<file path="src/hdl/ascd_pkg.sv">
package ascd_pkg;

    localparam logic [6:0] OPB_RESUME = 7'h00;
    localparam logic [6:0] OPB_STANDBY = 7'h01;
    localparam logic [6:0] OPB_RESYNC = 7'h02;
    localparam logic [6:0] OPB_SOFT_RESET = 7'h03;
    localparam logic [7:0] OP_CONT_READ = 8'h10;
    localparam logic [7:0] OP_STOP_CONT = 8'h11;
    localparam logic [7:0] OP_ONE_SHOT = 8'h12;
    localparam logic [7:0] OP_OFFSET_CAL = 8'h60;
    localparam logic [7:0] OP_GAIN_CAL = 8'h61;
    localparam logic [2:0] OPP_REG_READ = 3'h1;
    localparam logic [2:0] OPP_REG_WRITE = 3'h2;

    localparam logic [2:0] BYTE_LAST = 3'h7;
    localparam logic [4:0] CAL_LAST = 5'h0f;
    localparam int CAL_SHIFT = 4;

    localparam logic [4:0] ADDR_ID = 5'h00;
    localparam logic [4:0] ADDR_LAST = 5'h0a;
    localparam logic [4:0] ADDR_OFFSET_LO = 5'h05;
    localparam logic [4:0] ADDR_GAIN_LO = 5'h08;
    // arbitrary identification nibble
    localparam logic [3:0] ID_NIBBLE = 4'h5;

    localparam logic [7:0] RST_CONFIG0 = 8'h52;
    localparam logic [7:0] RST_RESERVED = 8'h08;
    localparam logic [7:0] RST_HPF0 = 8'h32;
    localparam logic [7:0] RST_HPF1 = 8'h03;
    localparam logic [7:0] RST_GAIN_HI = 8'h40;

    typedef enum logic [2:0] {ST_OPCODE, ST_RD_COUNT, ST_WR_COUNT, ST_RD_DATA, ST_WR_DATA}
        ascd_state_e;
    typedef enum logic [1:0] {CAL_IDLE, CAL_OFFSET, CAL_GAIN} ascd_cal_e;

    typedef struct packed {
        logic en;
        logic [4:0] addr;
        logic [7:0] data;
    } ascd_wr_s;

    typedef struct packed {
        logic ofs_en;
        logic gain_en;
        logic [23:0] val;
    } ascd_cal_s;

    function automatic logic [7:0] ascd_reg_default(input logic [4:0] addr);
        case (addr)
            ADDR_ID: ascd_reg_default = {ID_NIBBLE, 4'h0};
            5'h01: ascd_reg_default = RST_CONFIG0;
            5'h02: ascd_reg_default = RST_RESERVED;
            5'h03: ascd_reg_default = RST_HPF0;
            5'h04: ascd_reg_default = RST_HPF1;
            ADDR_LAST: ascd_reg_default = RST_GAIN_HI;
            default: ascd_reg_default = 8'h00;
        endcase
    endfunction : ascd_reg_default

endpackage : ascd_pkg

</file>
<file path="src/hdl/ascd_regfile.sv">
`timescale 1ns/1ps
`default_nettype none
module ascd_regfile
    import ascd_pkg::*;
(
    input wire logic clk_in,
    input wire logic arst_n_in,
    input wire logic defaults_in,
    input wire ascd_wr_s wr_in,
    input wire ascd_cal_s cal_in,
    input wire logic [4:0] rd_addr_in,
    output logic [7:0] rd_data_out,
    output logic [23:0] offset_corr_out,
    output logic [23:0] gain_corr_out
);
    typedef struct packed {
        logic [31:0][7:0] mem;
        logic [7:0] rd_data;
    } ascd_rf_s;

    ascd_rf_s r;
    ascd_rf_s next_r;

    always_comb
    begin
        next_r = r;
        next_r.rd_data = r.mem[rd_addr_in];
        if (defaults_in)
        begin
            for (int i = 0; i < 32; i++)
            begin
                next_r.mem[i] = ascd_reg_default(5'(i));
            end
        end
        else
        begin
            // id register is read-only, unmapped space stays zero
            if (wr_in.en && wr_in.addr != ADDR_ID && wr_in.addr <= ADDR_LAST)
            begin
                next_r.mem[wr_in.addr] = wr_in.data;
            end
            if (cal_in.ofs_en)
            begin
                {next_r.mem[ADDR_OFFSET_LO + 5'h2], next_r.mem[ADDR_OFFSET_LO + 5'h1],
                    next_r.mem[ADDR_OFFSET_LO]} = cal_in.val;
            end
            if (cal_in.gain_en)
            begin
                {next_r.mem[ADDR_GAIN_LO + 5'h2], next_r.mem[ADDR_GAIN_LO + 5'h1],
                    next_r.mem[ADDR_GAIN_LO]} = cal_in.val;
            end
        end
    end

    always_ff @(posedge clk_in or negedge arst_n_in)
    begin
        if (!arst_n_in)
        begin
            r.rd_data <= 8'h00;
            r.mem <= '0;
            r.mem[ADDR_ID] <= {ID_NIBBLE, 4'h0};
            r.mem[1] <= RST_CONFIG0;
            r.mem[2] <= RST_RESERVED;
            r.mem[3] <= RST_HPF0;
            r.mem[4] <= RST_HPF1;
            r.mem[ADDR_LAST] <= RST_GAIN_HI;
        end
        else
        begin
            r <= next_r;
        end
    end

    assign rd_data_out = r.rd_data;
    assign offset_corr_out = {r.mem[ADDR_OFFSET_LO + 5'h2], r.mem[ADDR_OFFSET_LO + 5'h1],
        r.mem[ADDR_OFFSET_LO]};
    assign gain_corr_out = {r.mem[ADDR_GAIN_LO + 5'h2], r.mem[ADDR_GAIN_LO + 5'h1],
        r.mem[ADDR_GAIN_LO]};
endmodule : ascd_regfile
`default_nettype wire

</file>
<file path="src/hdl/ascd_decoder.sv">
`timescale 1ns/1ps
`default_nettype none
module ascd_decoder
    import ascd_pkg::*;
(
    input wire logic SYS_CLK_IN,
    input wire logic ARST_N_IN,
    input wire logic SCLK_IN,
    input wire logic DIN_IN,
    input wire logic CONFIG_SELECT_PIN_IN,
    input wire logic CONV_VALID_IN,
    input wire logic [31:0] CONV_DATA_IN,
    input wire logic GAIN_CORR_VALID_IN,
    input wire logic [23:0] GAIN_CORR_IN,
    output logic DOUT_OUT,
    output logic RESULT_READY_N_OUT,
    output logic STANDBY_OUT,
    output logic RESTART_OUT,
    output logic GAIN_CAL_REQ_OUT,
    output logic CONT_MODE_OUT,
    output logic [23:0] OFFSET_CORR_OUT,
    output logic [23:0] GAIN_CORR_OUT
);
    typedef struct packed {
        logic [2:0] sclk_s;
        logic [2:0] din_s;
        logic [2:0] cfg_s;
        logic sclk_f;
        logic pin_mode;
        logic [2:0] bit_cnt;
        logic [7:0] in_sh;
        ascd_state_e state;
        logic [4:0] addr;
        logic [4:0] count;
        logic cont_mode;
        logic standby;
        logic restart;
        logic soft_reset;
        logic ready_n;
        logic dout;
        logic [31:0] out_sh;
        logic pend;
        logic [31:0] pend_word;
        logic [1:0] ld_dly;
        logic [31:0] latest;
        ascd_cal_e cal;
        logic [4:0] cal_cnt;
        logic [27:0] cal_sum;
        logic gain_req;
        ascd_wr_s wr;
        ascd_cal_s cal_ld;
    } ascd_top_s;

    ascd_top_s r;
    ascd_top_s next_r;
    logic [7:0] rd_data;
    logic sclk_rise;
    logic sclk_fall;
    logic byte_done;
    logic [7:0] rx_byte;
    logic [27:0] sum_new;

    ascd_regfile u_regfile (
        .clk_in(SYS_CLK_IN),
        .arst_n_in(ARST_N_IN),
        .defaults_in(r.soft_reset),
        .wr_in(r.wr),
        .cal_in(r.cal_ld),
        .rd_addr_in(r.addr),
        .rd_data_out(rd_data),
        .offset_corr_out(OFFSET_CORR_OUT),
        .gain_corr_out(GAIN_CORR_OUT)
    );

    // filtered edges: second and third sync stages must agree
    assign sclk_rise = r.sclk_s[1] && r.sclk_s[2] && !r.sclk_f;
    assign sclk_fall = !r.sclk_s[1] && !r.sclk_s[2] && r.sclk_f;
    assign rx_byte = {r.in_sh[6:0], r.din_s[2]};
    assign byte_done = sclk_rise && r.bit_cnt == BYTE_LAST;
    assign sum_new = r.cal_sum + {{4{CONV_DATA_IN[31]}}, CONV_DATA_IN[31:8]};

    always_comb
    begin
        next_r = r;
        next_r.sclk_s = {r.sclk_s[1:0], SCLK_IN};
        next_r.din_s = {r.din_s[1:0], DIN_IN};
        next_r.cfg_s = {r.cfg_s[1:0], CONFIG_SELECT_PIN_IN};
        if (r.sclk_s[1] == r.sclk_s[2])
        begin
            next_r.sclk_f = r.sclk_s[2];
        end
        if (r.cfg_s[1] == r.cfg_s[2])
        begin
            next_r.pin_mode = r.cfg_s[2];
        end
        next_r.restart = 1'b0;
        next_r.soft_reset = 1'b0;
        next_r.wr.en = 1'b0;
        next_r.cal_ld.ofs_en = 1'b0;
        next_r.cal_ld.gain_en = 1'b0;
        next_r.ld_dly = {r.ld_dly[0], 1'b0};
        if (sclk_rise)
        begin
            next_r.in_sh = rx_byte;
            next_r.bit_cnt = r.bit_cnt + 3'h1;
        end
        // serial output: one bit per falling edge
        if (sclk_fall)
        begin
            next_r.ready_n = 1'b1;
            if (r.pend)
            begin
                next_r.dout = r.pend_word[31];
                next_r.out_sh = {r.pend_word[30:0], 1'b0};
                next_r.pend = 1'b0;
            end
            else
            begin
                next_r.dout = r.out_sh[31];
                next_r.out_sh = {r.out_sh[30:0], 1'b0};
            end
        end
        // register byte fetched two cycles after address moves
        if (r.ld_dly[1])
        begin
            next_r.pend_word = {rd_data, 24'h00_0000};
            next_r.pend = 1'b1;
        end
        if (CONV_VALID_IN && !r.standby)
        begin
            next_r.latest = CONV_DATA_IN;
            if (r.cont_mode && r.state == ST_OPCODE)
            begin
                next_r.ready_n = 1'b0;
                next_r.dout = CONV_DATA_IN[31];
                next_r.out_sh = {CONV_DATA_IN[30:0], 1'b0};
                next_r.pend = 1'b0;
            end
            if (r.cal == CAL_OFFSET)
            begin
                next_r.cal_sum = sum_new;
                next_r.cal_cnt = r.cal_cnt + 5'h01;
                if (r.cal_cnt == CAL_LAST)
                begin
                    next_r.cal_ld.ofs_en = 1'b1;
                    next_r.cal_ld.val = sum_new[CAL_SHIFT +: 24];
                    next_r.cal = CAL_IDLE;
                end
            end
        end
        if (r.cal == CAL_GAIN && GAIN_CORR_VALID_IN)
        begin
            next_r.cal_ld.gain_en = 1'b1;
            next_r.cal_ld.val = GAIN_CORR_IN;
            next_r.gain_req = 1'b0;
            next_r.cal = CAL_IDLE;
        end
        if (byte_done && !r.pin_mode)
        begin
            case (r.state)
                ST_OPCODE:
                begin
                    if (rx_byte[7:1] == OPB_RESUME)
                    begin
                        if (r.standby)
                        begin
                            next_r.standby = 1'b0;
                            next_r.restart = 1'b1;
                        end
                    end
                    else if (rx_byte[7:1] == OPB_STANDBY)
                    begin
                        next_r.standby = 1'b1;
                    end
                    else if (rx_byte[7:1] == OPB_RESYNC)
                    begin
                        next_r.restart = 1'b1;
                    end
                    else if (rx_byte[7:1] == OPB_SOFT_RESET)
                    begin
                        next_r.soft_reset = 1'b1;
                        next_r.cont_mode = 1'b1;
                        next_r.standby = 1'b0;
                        next_r.restart = 1'b1;
                        next_r.ready_n = 1'b1;
                        next_r.cal = CAL_IDLE;
                        next_r.gain_req = 1'b0;
                    end
                    else if (rx_byte == OP_CONT_READ)
                    begin
                        next_r.cont_mode = 1'b1;
                    end
                    else if (rx_byte == OP_STOP_CONT)
                    begin
                        next_r.cont_mode = 1'b0;
                        next_r.ready_n = 1'b1;
                    end
                    else if (rx_byte == OP_ONE_SHOT)
                    begin
                        if (!r.cont_mode)
                        begin
                            next_r.pend_word = r.latest;
                            next_r.pend = 1'b1;
                        end
                    end
                    else if (rx_byte[7:5] == OPP_REG_READ)
                    begin
                        if (!r.cont_mode)
                        begin
                            next_r.addr = rx_byte[4:0];
                            next_r.state = ST_RD_COUNT;
                        end
                    end
                    else if (rx_byte[7:5] == OPP_REG_WRITE)
                    begin
                        next_r.addr = rx_byte[4:0];
                        next_r.state = ST_WR_COUNT;
                    end
                    else if (rx_byte == OP_OFFSET_CAL)
                    begin
                        next_r.cal = CAL_OFFSET;
                        next_r.cal_cnt = 5'h00;
                        next_r.cal_sum = 28'h000_0000;
                        next_r.gain_req = 1'b0;
                    end
                    else if (rx_byte == OP_GAIN_CAL)
                    begin
                        next_r.cal = CAL_GAIN;
                        next_r.gain_req = 1'b1;
                    end
                    // anything else falls through untouched
                end
                ST_RD_COUNT:
                begin
                    next_r.count = rx_byte[4:0];
                    next_r.state = ST_RD_DATA;
                    next_r.ld_dly = 2'b01;
                end
                ST_RD_DATA:
                begin
                    if (r.count == 5'h00)
                    begin
                        next_r.state = ST_OPCODE;
                    end
                    else
                    begin
                        next_r.count = r.count - 5'h01;
                        next_r.addr = r.addr + 5'h01;
                        next_r.ld_dly = 2'b01;
                    end
                end
                ST_WR_COUNT:
                begin
                    next_r.count = rx_byte[4:0];
                    next_r.state = ST_WR_DATA;
                end
                ST_WR_DATA:
                begin
                    next_r.wr.en = 1'b1;
                    next_r.wr.addr = r.addr;
                    next_r.wr.data = rx_byte;
                    next_r.addr = r.addr + 5'h01;
                    if (r.count == 5'h00)
                    begin
                        next_r.state = ST_OPCODE;
                    end
                    else
                    begin
                        next_r.count = r.count - 5'h01;
                    end
                end
                default:
                begin
                    next_r.state = ST_OPCODE;
                end
            endcase
        end
    end

    always_ff @(posedge SYS_CLK_IN or negedge ARST_N_IN)
    begin
        if (!ARST_N_IN)
        begin
            r <= '0;
            r.state <= ST_OPCODE;
            r.cal <= CAL_IDLE;
            r.cont_mode <= 1'b1;
            r.ready_n <= 1'b1;
        end
        else
        begin
            r <= next_r;
        end
    end

    assign DOUT_OUT = r.dout;
    assign RESULT_READY_N_OUT = r.ready_n;
    assign STANDBY_OUT = r.standby;
    assign RESTART_OUT = r.restart;
    assign GAIN_CAL_REQ_OUT = r.gain_req;
    assign CONT_MODE_OUT = r.cont_mode;

    logic op_ok;
    assign op_ok = byte_done && !r.pin_mode && r.state == ST_OPCODE;
endmodule : ascd_decoder
`default_nettype wire

</file>
<file path="config.mk">
export PLATFORM = sky130hd
export DESIGN_NAME = ascd_decoder
export DESIGN_NICKNAME = d
export VERILOG_FILES = /design/src/hdl/ascd_pkg.sv /design/src/hdl/ascd_regfile.sv /design/src/hdl/ascd_decoder.sv
export SDC_FILE = /design/constraint.sdc
export NUM_CORES = 1
export LEC_CHECK = 0
export BUFFER_PORTS_ARGS = -buffer_cell sky130_fd_sc_hd__buf_4
export CAP_MARGIN = 10
export CORE_MARGIN = 8
export CORE_UTILIZATION = 49
export CTS_BUF_LIST = sky130_fd_sc_hd__clkbuf_16
export CTS_CLUSTER_DIAMETER = 80
export DETAILED_ROUTE_END_ITERATION = 6
export HOLD_SLACK_MARGIN = 0.06
export PLACE_DENSITY = 0.66
export REMOVE_ABC_BUFFERS = 1
export SYNTH_ARGS = -nofsm -noshare
export SYNTH_HDL_FRONTEND = slang
export SYNTH_SLANG_ARGS = --single-unit
</file>
<file path="constraint.sdc">
create_clock -name SYS_CLK_IN -period 2.5 [get_ports SYS_CLK_IN]
set_input_delay 0.25 -clock SYS_CLK_IN [delete_from_list [all_inputs] [get_ports SYS_CLK_IN]]
set_output_delay 0.25 -clock SYS_CLK_IN [all_outputs]
set_load 0.005 [all_outputs]
</file>
==> summary.txt, run 1 <==
FF-to-FF End = r[16]
Setup WS post-layout = -0.0369 ns
CP bufs+invs = 3
Root Buffer = clkbuf_16
Final setup viols = 5
Synth area leader = dfrtp_1
ranking of synthesized cells by area = dfrtp_1 50%, mux4_2 7.8%, nor2b_1 5.2%
detailed-route via count = 16171
critical path required time = 3.03 ns
Worst Hold Class = in2async
slowest stage cell, crit path = dfrtp_1
placed cells = 2693
max-cap violation count = 0
#FFs+latches synth = 479
RSZ-0062 raised after global routing = yes
asr flop ratio synth = 1.00
clock latency on the worst-skew pair = 0.60 ns
crit-path leading delay family = compound AO/OA/AOI/OAI gates
top post-synthesis cells by count = 465 x dfrtp_1, 192 x nor2b_1, 182 x nor2_1, 163 x nand2_1, 113 x a21oi_1
CP cell instances = ha_2, fa_2, a211oi_4, o211ai_1, buf_4, nand3_2, o21ba_4, buf_4, o41ai_4, xor2_1, buf_4, nand2_1, nand2_1
clk buf depth = 3
CTS Sinks = 479
Seq/Total Area, Yosys = 0.519
drt first pass iters = 6
vias per cell = 5.66
Congestion Overflow GR = 0
CP Max Fanout = 2
violated checks = setup timing
core area = 46600 um^2
Final Max Tran Viols = 0
Ant. Diodes = 0
FP Rows = 79
clk slew on worst S/H paths = 0.06 ns
GPL Wtd Cong = 0.915
H-tree depth = 2
# port buffers = 116
largest net degree at the start of global routing = 195
TritonCTS clock tree = yes
Startpoint Class = flop
Initial Utilization = 0.497
Area Overhead vs Synth = 18.4%
status = finished, violations left
Yosys cell types = 83
DP Area = 24800 um^2
pwr dens = 834 nW/um^2
Syn Std Cell Area = 23100 um^2
relative slew slack = 0.405
Setup Skew = 0.0206 ns
final WL = 59600 um
Post-route DRC = 0
Synth Instances = 2045
Die Wd = 233 um
most common cell in the netlist = dfrtp_1
Tcrit/Tclk final = 1.01
EDFF count, synth = 0
I/O pin cnt = 117
VDD IR-drop max = 0.000539 V
P_leak = 12.7 nW
DRT antenna net count = 0
fin area = 27400 um^2
FF-to-FF path depth = 13
Most common cell on crit path = buf_4
WS Path Type = reg2reg
top-area cell type share of the netlist area = 0.503
crit path DAT = 3.06 ns
fin crit period = 2.54 ns
All-Layer GR Usage = 0.219
DIE HEIGHT = 233 um
CP peak stage delay = 0.35 ns
flop-to-flop setup slack = -0.04 ns
DRC violation total after the first TritonRoute iteration = 1125
pin slew with the least headroom to its limit = 0.893 ns
Main synth FF type = dfrtp_1
vias in the first global route = 16540
Synth Area per Inst = 11.3 um^2
fin cells = 2857
DP HPWL = 40800 um
antenna violations before repair = 1
Worst Setup End Kind = flop
first-pass GRT wire length = 93900 um
final hold vios = 0
r2r startpoint = r[41]
layout cell share with drive strength beyond 1 = 0.250
overall power = 22.8 mW
YS warnings = 0
die area = 54400 um^2
Num CTS Buffers = 51
final net count = 2307
drt wl/cell = 20.8 um
FMAX = 394 MHz
==> cell families after synthesis <==
logic type,Yosys count,share of synthesized area
compound gates,378,0.103
xor+xnor,29,0.0110
mux,239,0.152
buf+inv,213,0.0471
simple gates,670,0.148
fa+ha+maj,37,0.0202
flops,479,0.519
==> worst max path at each step <==
stage | from | endpoint | slack (ns) | cells after the start
floorplan | r[177] | u_regfile.gain_corr_out[16] | -3.18 | 4
global placement | CONV_DATA_IN[8] | r[14] | -0.26 | 11
detailed placement | CONV_DATA_IN[8] | r[14] | -0.30 | 11
CTS | r[41] | r[67] | -0.02 | 11
global route | r[41] | r[67] | -0.17 | 11
finish | r[41] | r[16] | -0.04 | 13
==> per-layer routing <==
| metal | vias up | track usage | wire (um) |
|---|---|---|---|
| li1 | 7437 | - | - |
| met1 | 8176 | 0.306 | 27000 |
| met2 | 436 | 0.336 | 27000 |
| met3 | 122 | 0.0412 | 3400 |
| met4 | 0 | 0.0831 | 2140 |
| met5 | - | 0 | 0 |
==> cell usage in the layout, fill, tap and decap left out, drive strengths merged, types with 11 or more instances in the layout <==
cell type,instances
ha,35
xnor2,19
dlygate4sd3,60
nand2b,32
mux2i,65
nor2,182
dfstp,14
nand4,11
a21o,14
inv,41
dfrtp,465
o21ai,119
clkbuf,52
nand2,164
mux4,80
buf,234
o31ai,11
a21oi,114
clkinv,25
nor3,26
a22oi,63
nand3,16
nor2b,192
mux2,94
==> metrics by stage <==
| stage | TNS [ns] | util | hold slack [ns] | worst slack [ns] |
|---|---|---|---|---|
| floorplan | -593.12 | - | -0.0456 | -3.18 |
| global placement | -2.06 | 0.533 | 0.216 | -0.261 |
| detailed placement | -3.43 | 0.533 | 0.215 | -0.305 |
| CTS | -0.0403 | 0.583 | 0.180 | -0.0234 |
| global route | -2.09 | 0.588 | 0.212 | -0.170 |
| finish | -0.0879 | 0.588 | 0.189 | -0.0369 |
==> power by group <==
group | internal [mW] | switching (mW) | total [mW]
registers | 8.53 | 0.676 | 9.21
clock network | 4.07 | 3.13 | 7.21
logic | 2.99 | 3.43 | 6.41
==> sequential cells by signal, summed over array words and instances, names as in the netlist <==
signal                     count
next_r                         6
STANDBY_OUT                    1
u_regfile.r                  208
u_regfile.gain_corr_out       24
DOUT_OUT                       1
u_regfile.rd_data_out          8
CONT_MODE_OUT                  1
r                            203
GAIN_CAL_REQ_OUT               1
RESULT_READY_N_OUT             1
RESTART_OUT                    1
u_regfile.offset_corr_out     24
==> area by class of cell <==
class | instances | area, um^2
clock buffers | 52 | 1300
clock inverters | 43 | 282
flip-flops and latches | 479 | 12000
multi-input cells | 1353 | 10300
inverters | 29 | 109
well taps | 607 | 759
fillers | 3793 | 19200
repair buffers | 294 | 2570
==> what timing repair did <==
action | CTS | global route
hold buffers | 60 | 0
pin swaps | 11 | 26
hold endpoints to repair | 275 | 0
endpoints found under the setup margin | 24 | 33
buffers inserted | 1 | 7
gates resized for setup | 18 | 33
(Power assumes the default switching activity.)
==> run 2, diff against run 1 <==
Settings changed: MAX_ROUTING_LAYER set to met4, SLEW_MARGIN set to 30.
==> run 2 against run 1 <==
Against the previous run: clock-buffer cell count is the same; total power grew 1.0%; largest cell class unchanged; the flow now finishes without violations; via count grew 0.32%; fmax grew 3.0%; highest routed layer unchanged; utilization shrank 0.054 points; largest power group unchanged; worst hold slack lost 0.076 ns; sequential cell count is the same.
==> summary.txt, run 2 (synthesis gave the netlist of run 1 again) <==
vias per cell = 5.69 (+0.60%)
detailed-route via count = 16222 (+0.32%)
Setup Skew = 0.0167 ns (-0.00391 ns)
H-tree depth = 2 (unchanged)
Most flops, register = u_regfile.r
P_leak = 12.7 nW (-0.16%)
vias in the first global route = 16518 (-0.13%)
Initial Utilization = 0.497 (unchanged)
Cell Int Power = 15.8 mW (+1.0%)
fill cell count = 3748 (-1.2%)
# port buffers = 116 (unchanged)
core area = 46600 um^2 (unchanged)
fin area = 27300 um^2 (about the same)
clock latency on the worst-skew pair = 0.61 ns (about the same)
largest net degree at the start of global routing = 187 (-4.1%)
die area = 54400 um^2 (unchanged)
max-cap violation count = 0 (unchanged)
largest registers = u_regfile.r x208, r x203
crit path DAT = 2.94 ns (-0.12 ns)
logic gate share of total power = 0.267 (-0.014)
post-layout util = 0.587 (about the same)
DRT antenna net count = 0 (unchanged)
drt first pass iters = 5 (-1)
Worst Hold Class = in2async
VDD IR-drop max = 0.000625 V (+16%)
CP Max Fanout = 4 (+2)
Sw Share = 0.317 (about the same)
Sequential Power Share = 0.400 (-0.003)
status = completed
Congestion Overflow GR = 0 (unchanged)
Tcrit/Tclk final = 0.985 (-0.0293)
Final setup viols = 0 (-5)
Worst Setup End Kind = flop
antenna violations before repair = 0 (-1)
I/O pin cnt = 117 (unchanged)
RSZ-0062 raised after global routing = yes
overall power = 23.1 mW (+1.0%)
critical path required time = 2.98 ns (-0.05 ns)
DP Area = 24800 um^2 (about the same)
commonest cells after routing, fill and taps aside = 461 x dfrtp_1, 203 x buf_4, 192 x nor2b_1
commonest non-fill, non-tap cell in the layout = dfrtp_1
FMAX = 406 MHz (+3.0%)
Clock Power Share = 0.333 (+0.017)
Area Overhead vs Synth = 18.3% (about the same)
first-pass GRT wire length = 95500 um (+1.7%)
clk buf depth = 3 (unchanged)
Post-route DRC = 0 (unchanged)
Final Max Tran Viols = 0 (unchanged)
Root Buffer = clkbuf_16
final WL = 59900 um (+0.58%)
TritonCTS clock tree = yes
Startpoint Class = flop
FP Rows = 79 (unchanged)
layout cell share with drive strength beyond 1 = 0.246 (-0.00435)
fin crit period = 2.46 ns (-0.0733 ns)
DP HPWL = 40900 um (+0.41%)
Setup WS post-layout = 0.0364 ns (+0.0733 ns)
WS Path Type = reg2reg
pin slew with the least headroom to its limit = 0.798 ns (-0.0950 ns)
relative slew slack = 0.468 (+0.0633)
DIE HEIGHT = 233 um (unchanged)
CTS Sinks = 479 (unchanged)
GPL Wtd Cong = 0.891 (-2.7%)
DRC violation total after the first TritonRoute iteration = 1336 (+19%)
max reg flops = 208 (unchanged)
worst slack at placement = -0.277 ns (+0.0280 ns)
final net count = 2296 (-0.48%)
All-Layer GR Usage = 0.229 (+0.0100)
Num CTS Buffers = 52 (+2.0%)
clk slew on worst S/H paths = 0.06 ns (about the same)
pwr dens = 843 nW/um^2 (+1.1%)
drt wl/cell = 21.0 um (+0.86%)
final hold vios = 0 (unchanged)
Worst Hold Margin = 0.113 ns (-0.0758 ns)
Die Wd = 233 um (unchanged)
NetSw = 7.31 mW (+1.0%)
==> run 2: path summary, 6_finish.rpt <==
path                                    start          end  slack, ns  cells after the start
min in group SYS_CLK_IN    GAIN_CORR_VALID_IN        r[13]       0.15                      5
min                                 ARST_N_IN        r[79]       0.11                      2
max in group asynchronous           ARST_N_IN       r[186]       1.51                      3
max reg2reg                             r[42]        r[21]       0.04                      9
max                                     r[42]        r[21]       0.04                      9
min reg2reg                       next_r[211]  next_r[212]       0.35                      0
==> run 2: final cells by class <==
cell class / count / area [um^2] / area share
Antenna cell: 1 / 2.50 / 0.0000915
Tap cell: 607 / 759 / 0.0278
Clock inverter: 46 / 400 / 0.0146
Clock buffer: 52 / 1300 / 0.0476
Timing Repair Buffer: 282 / 2490 / 0.0911
Sequential cell: 479 / 12000 / 0.439
Multi-Input combinational cell: 1353 / 10300 / 0.375
Inverter: 29 / 109 / 0.00398
==> run 2: power by group through the flow <==
stage / clock, mW / combinational, mW / sequential (mW)
floorplan: 0 / 3.47 / 9.27
global placement: 0 / 5.53 / 9.29
CTS: 7.85 / 5.87 / 9.20
finish: 7.69 / 6.15 / 9.23
detailed placement: 0 / 5.63 / 9.31
global route: 8.15 / 6.74 / 9.31
==> run 2: routing by layer <==
layer	global-route usage	vias to the layer above	wire, um
li1	-	7415	-
met1	0.317	8314	27600
met2	0.352	404	27800
met3	0.0326	89	3090
met4	0.0608	0	1370
met5	-	-	0
==> run 2: repair_timing <==
item / in CTS / in global routing
endpoints found under the hold margin: 558 / 0
gates resized for setup: 14 / 25
setup buffers: 1 / 2
hold buffers: 60 / 0
pin swaps: 9 / 18
endpoints found under the setup margin: 19 / 28
==> run 2: worst max-delay path, stage by stage, from the launching register on <==
cell,delay (ns)
dfrtp_1,0.41
ha_1,0.34
a211oi_4,0.29
nor3_4,0.09
o31ai_4,0.30
nand2_1,0.14
a21boi_2,0.24
o31a_1,0.24
xor2_1,0.19
o21ai_1,0.09
==> run 2: through the flow <==
| stage | std cells | TNS [ns] |
|---|---|---|
| final | 2849 | 0 |
| after global routing | 2848 | -1.06 |
| after detailed placement | 2688 | -2.40 |
| after CTS | 2846 | -0.0229 |
| after global placement | 2688 | -1.72 |
| after floorplan | 1861 | -593.12 |
==> run 3, diff against run 2 <==
Settings changed: CAP_MARGIN 10 to 0, GPL_ROUTABILITY_DRIVEN set to 0, PLACE_DENSITY 0.66 to 0.63.
Clock period 2.5 ns to 3.2 ns, I/O delays scaled along.
==> run 3 against run 2 <==
Against the previous run: worst hold slack improved by 0.19 ns; clock power decreased by 28%; critical path depth increased by 3; register-to-register slack improved by 0.26 ns; routed wire length decreased by 3.7%; utilization decreased by 2.0 points; non-clock buffer count decreased by 63; global-route usage decreased by 0.90 points; sequential cell count unchanged; sequential share of layout area increased by 1.6 points; cell count decreased by 2.4%; clock skew increased by 0.0041 ns; largest cell class unchanged; highest routed layer unchanged.
==> summary.txt, run 3 (synthesis gave the netlist of run 1 again) <==
DRC violation total after the first TritonRoute iteration = 1304 (-2.4%)
P_leak = 12.3 nW (-3.4%)
layout cell share with drive strength beyond 1 = 0.209 (-0.0369)
die area = 54400 um^2 (unchanged)
DIE HEIGHT = 233 um (unchanged)
commonest non-fill, non-tap cell in the layout = dfrtp_1
clk slew on worst S/H paths = 0.06 ns (about the same)
DP Area = 24200 um^2 (-2.2%)
Area Overhead vs Synth = 14.2%
routed wl met3 = 2980 um (-3.5%)
worst slack at placement = 0.213 ns (+0.490 ns)
drt first pass iters = 7 (+2)
drt wl/cell = 20.7 um (-1.4%)
pin slew with the least headroom to its limit = 0.774 ns (-0.0242 ns)
critical path required time = 3.68 ns (+0.70 ns)
setup TNS = 0 ns (unchanged)
Final Max Tran Viols = 0 (unchanged)
Worst Hold Class = in2reg
Worst Hold Margin = 0.298 ns (+0.186 ns)
DP HPWL = 39100 um (-4.5%)
CP peak stage delay = 0.54 ns (+0.13 ns)
Most flops, register = u_regfile.r
max-cap violation count = 0 (unchanged)
Most common cell on crit path = buf_4
vias per cell = 5.66 (-0.60%)
crit path DAT = 3.42 ns (+0.48 ns)
Final setup viols = 0 (unchanged)
clock latency on the worst-skew pair = 0.61 ns (about the same)
relative slew slack = 0.483 (+0.0145)
commonest cells after routing, fill and taps aside = 460 x dfrtp_1, 192 x nor2b_1, 180 x nor2_1
vias in the first global route = 15966 (-3.3%)
H-tree depth = 2 (unchanged)
Tcrit/Tclk final = 0.920
clk buf depth = 3 (unchanged)
FMAX = 340 MHz
I/O pin cnt = 117 (unchanged)
FF/Latch Area = 12000 um^2 (about the same)
Die Wd = 233 um (unchanged)
max reg flops = 208 (unchanged)
Worst Setup End Kind = flop
final net count = 2232 (-2.8%)
CTS Sinks = 479 (unchanged)
CP bufs+invs = 3 (+3)
met2 wire length = 26700 um (-4.0%)
Initial Utilization = 0.497 (unchanged)
# port buffers = 116 (unchanged)
Setup Skew = 0.0209 ns (+0.00412 ns)
Num CTS Buffers = 51 (-1.9%)
Post-route DRC = 0 (unchanged)
# resized after CTS = 0 (-14)
fill cell count = 3861 (+3.0%)
first-pass GRT wire length = 91600 um (-4.1%)
fin area = 26400 um^2 (-3.4%)
overall power = 16.8 mW (-27%)
largest registers = u_regfile.r x208, r x203
Root Buffer = clkbuf_16
RSZ-0062 raised after global routing = no
Max Used Layer = met4
Setup WS post-layout = 0.257 ns (+0.221 ns)
pwr dens = 638 nW/um^2 (-24%)
detailed-route via count = 15745 (-2.9%)
DRT antenna net count = 0 (unchanged)
status = completed
fin cells = 2782 (-2.4%)
TritonCTS clock tree = yes
Startpoint Class = input port
post-layout util = 0.567 (-0.0201)
CP cell instances = dlygate4sd3_1, buf_4, ha_1, fa_1, a211oi_1, o211ai_1, a311oi_1, o41ai_2, a21oi_1, buf_4, xnor2_1, o21ai_1
final WL = 57700 um (-3.7%)
placed cells = 2627 (-2.3%)
antenna violations before repair = 2 (+2)
met1 WL = 26600 um (-3.7%)
All-Layer GR Usage = 0.220 (-0.00902)
fin crit period = 2.94 ns
WS Path Type = in2reg
Congestion Overflow GR = 0 (unchanged)
slowest stage cell, crit path = dlygate4sd3_1
CP Max Fanout = 3 (-1)
FP Rows = 79 (unchanged)
area of the multi-input gates = 10100 um^2 (-2.1%)
largest net degree at the start of global routing = 128 (-32%)
core area = 46600 um^2 (unchanged)
final hold vios = 0 (unchanged)
crit-path leading delay family = compound AO/OA/AOI/OAI gates
VDD IR-drop max = 0.000693 V (+11%)
run 3: changes by cell type in the layout (fill, tap and decap cells not counted), moves of 3 or more:
cell and change:
a21oi_1 +3, a21oi_2 -3, buf_12 -8, buf_4 -55
bufinv_16 -3, clkinv_2 -3, ha_1 +7, ha_4 -6
inv_1 +6, nor2_1 +3, o21ai_0 +3, o21ai_2 -3
run 3: worst paths after layout:
check / start / endpoint / slack (ns) / depth (start not counted)
max in group asynchronous: ARST_N_IN / u_regfile.r[17] / 1.89 / 3
min: CONV_VALID_IN / r[74] / 0.30 / 6
min reg2reg: next_r[212] / r[212] / 0.35 / 0
max: CONV_DATA_IN[8] / r[14] / 0.26 / 12
min in group asynchronous: ARST_N_IN / r[79] / 0.36 / 2
max reg2reg: r[41] / r[14] / 0.30 / 10
run 3: worst reg2reg max path: stages, from the launching register on:
cell and delay, ns:
dfrtp_1 0.37, ha_1 0.24, fa_1 0.45, a211oi_1 0.32
o211ai_1 0.23, a311oi_1 0.35, o41ai_2 0.14, a21oi_1 0.28
buf_4 0.18, xnor2_1 0.14, o21ai_1 0.10
run 3: metal layers:
metal / up-vias / GRT usage
met2: 380 / 0.329
met5: - / -
met3: 74 / 0.0346
li1: 7289 / -
met1: 8002 / 0.307
met4: 0 / 0.0690
run 3: what timing repair did:
action | 4_1_cts | 5_1_grt
hold endpoints to repair | 168 | 0
hold buffers | 60 | 0
setup buffers | 0 | 0
run 3: area by class of cell:
cell class                      count  share of cell area
Clock buffer                       51              0.0483
Timing Repair Buffer              219              0.0726
Inverter                           29             0.00412
Antenna cell                        2            0.000190
Tap cell                          607              0.0288
Clock inverter                     42              0.0104
Sequential cell                   479               0.455
Multi-Input combinational cell   1353               0.381
run 3: where the power goes:
part | switching [mW] | internal, mW | total (mW)
Sequential | 0.571 | 6.66 | 7.23
Combinational | 2.34 | 1.70 | 4.04
Clock | 2.43 | 3.13 | 5.56
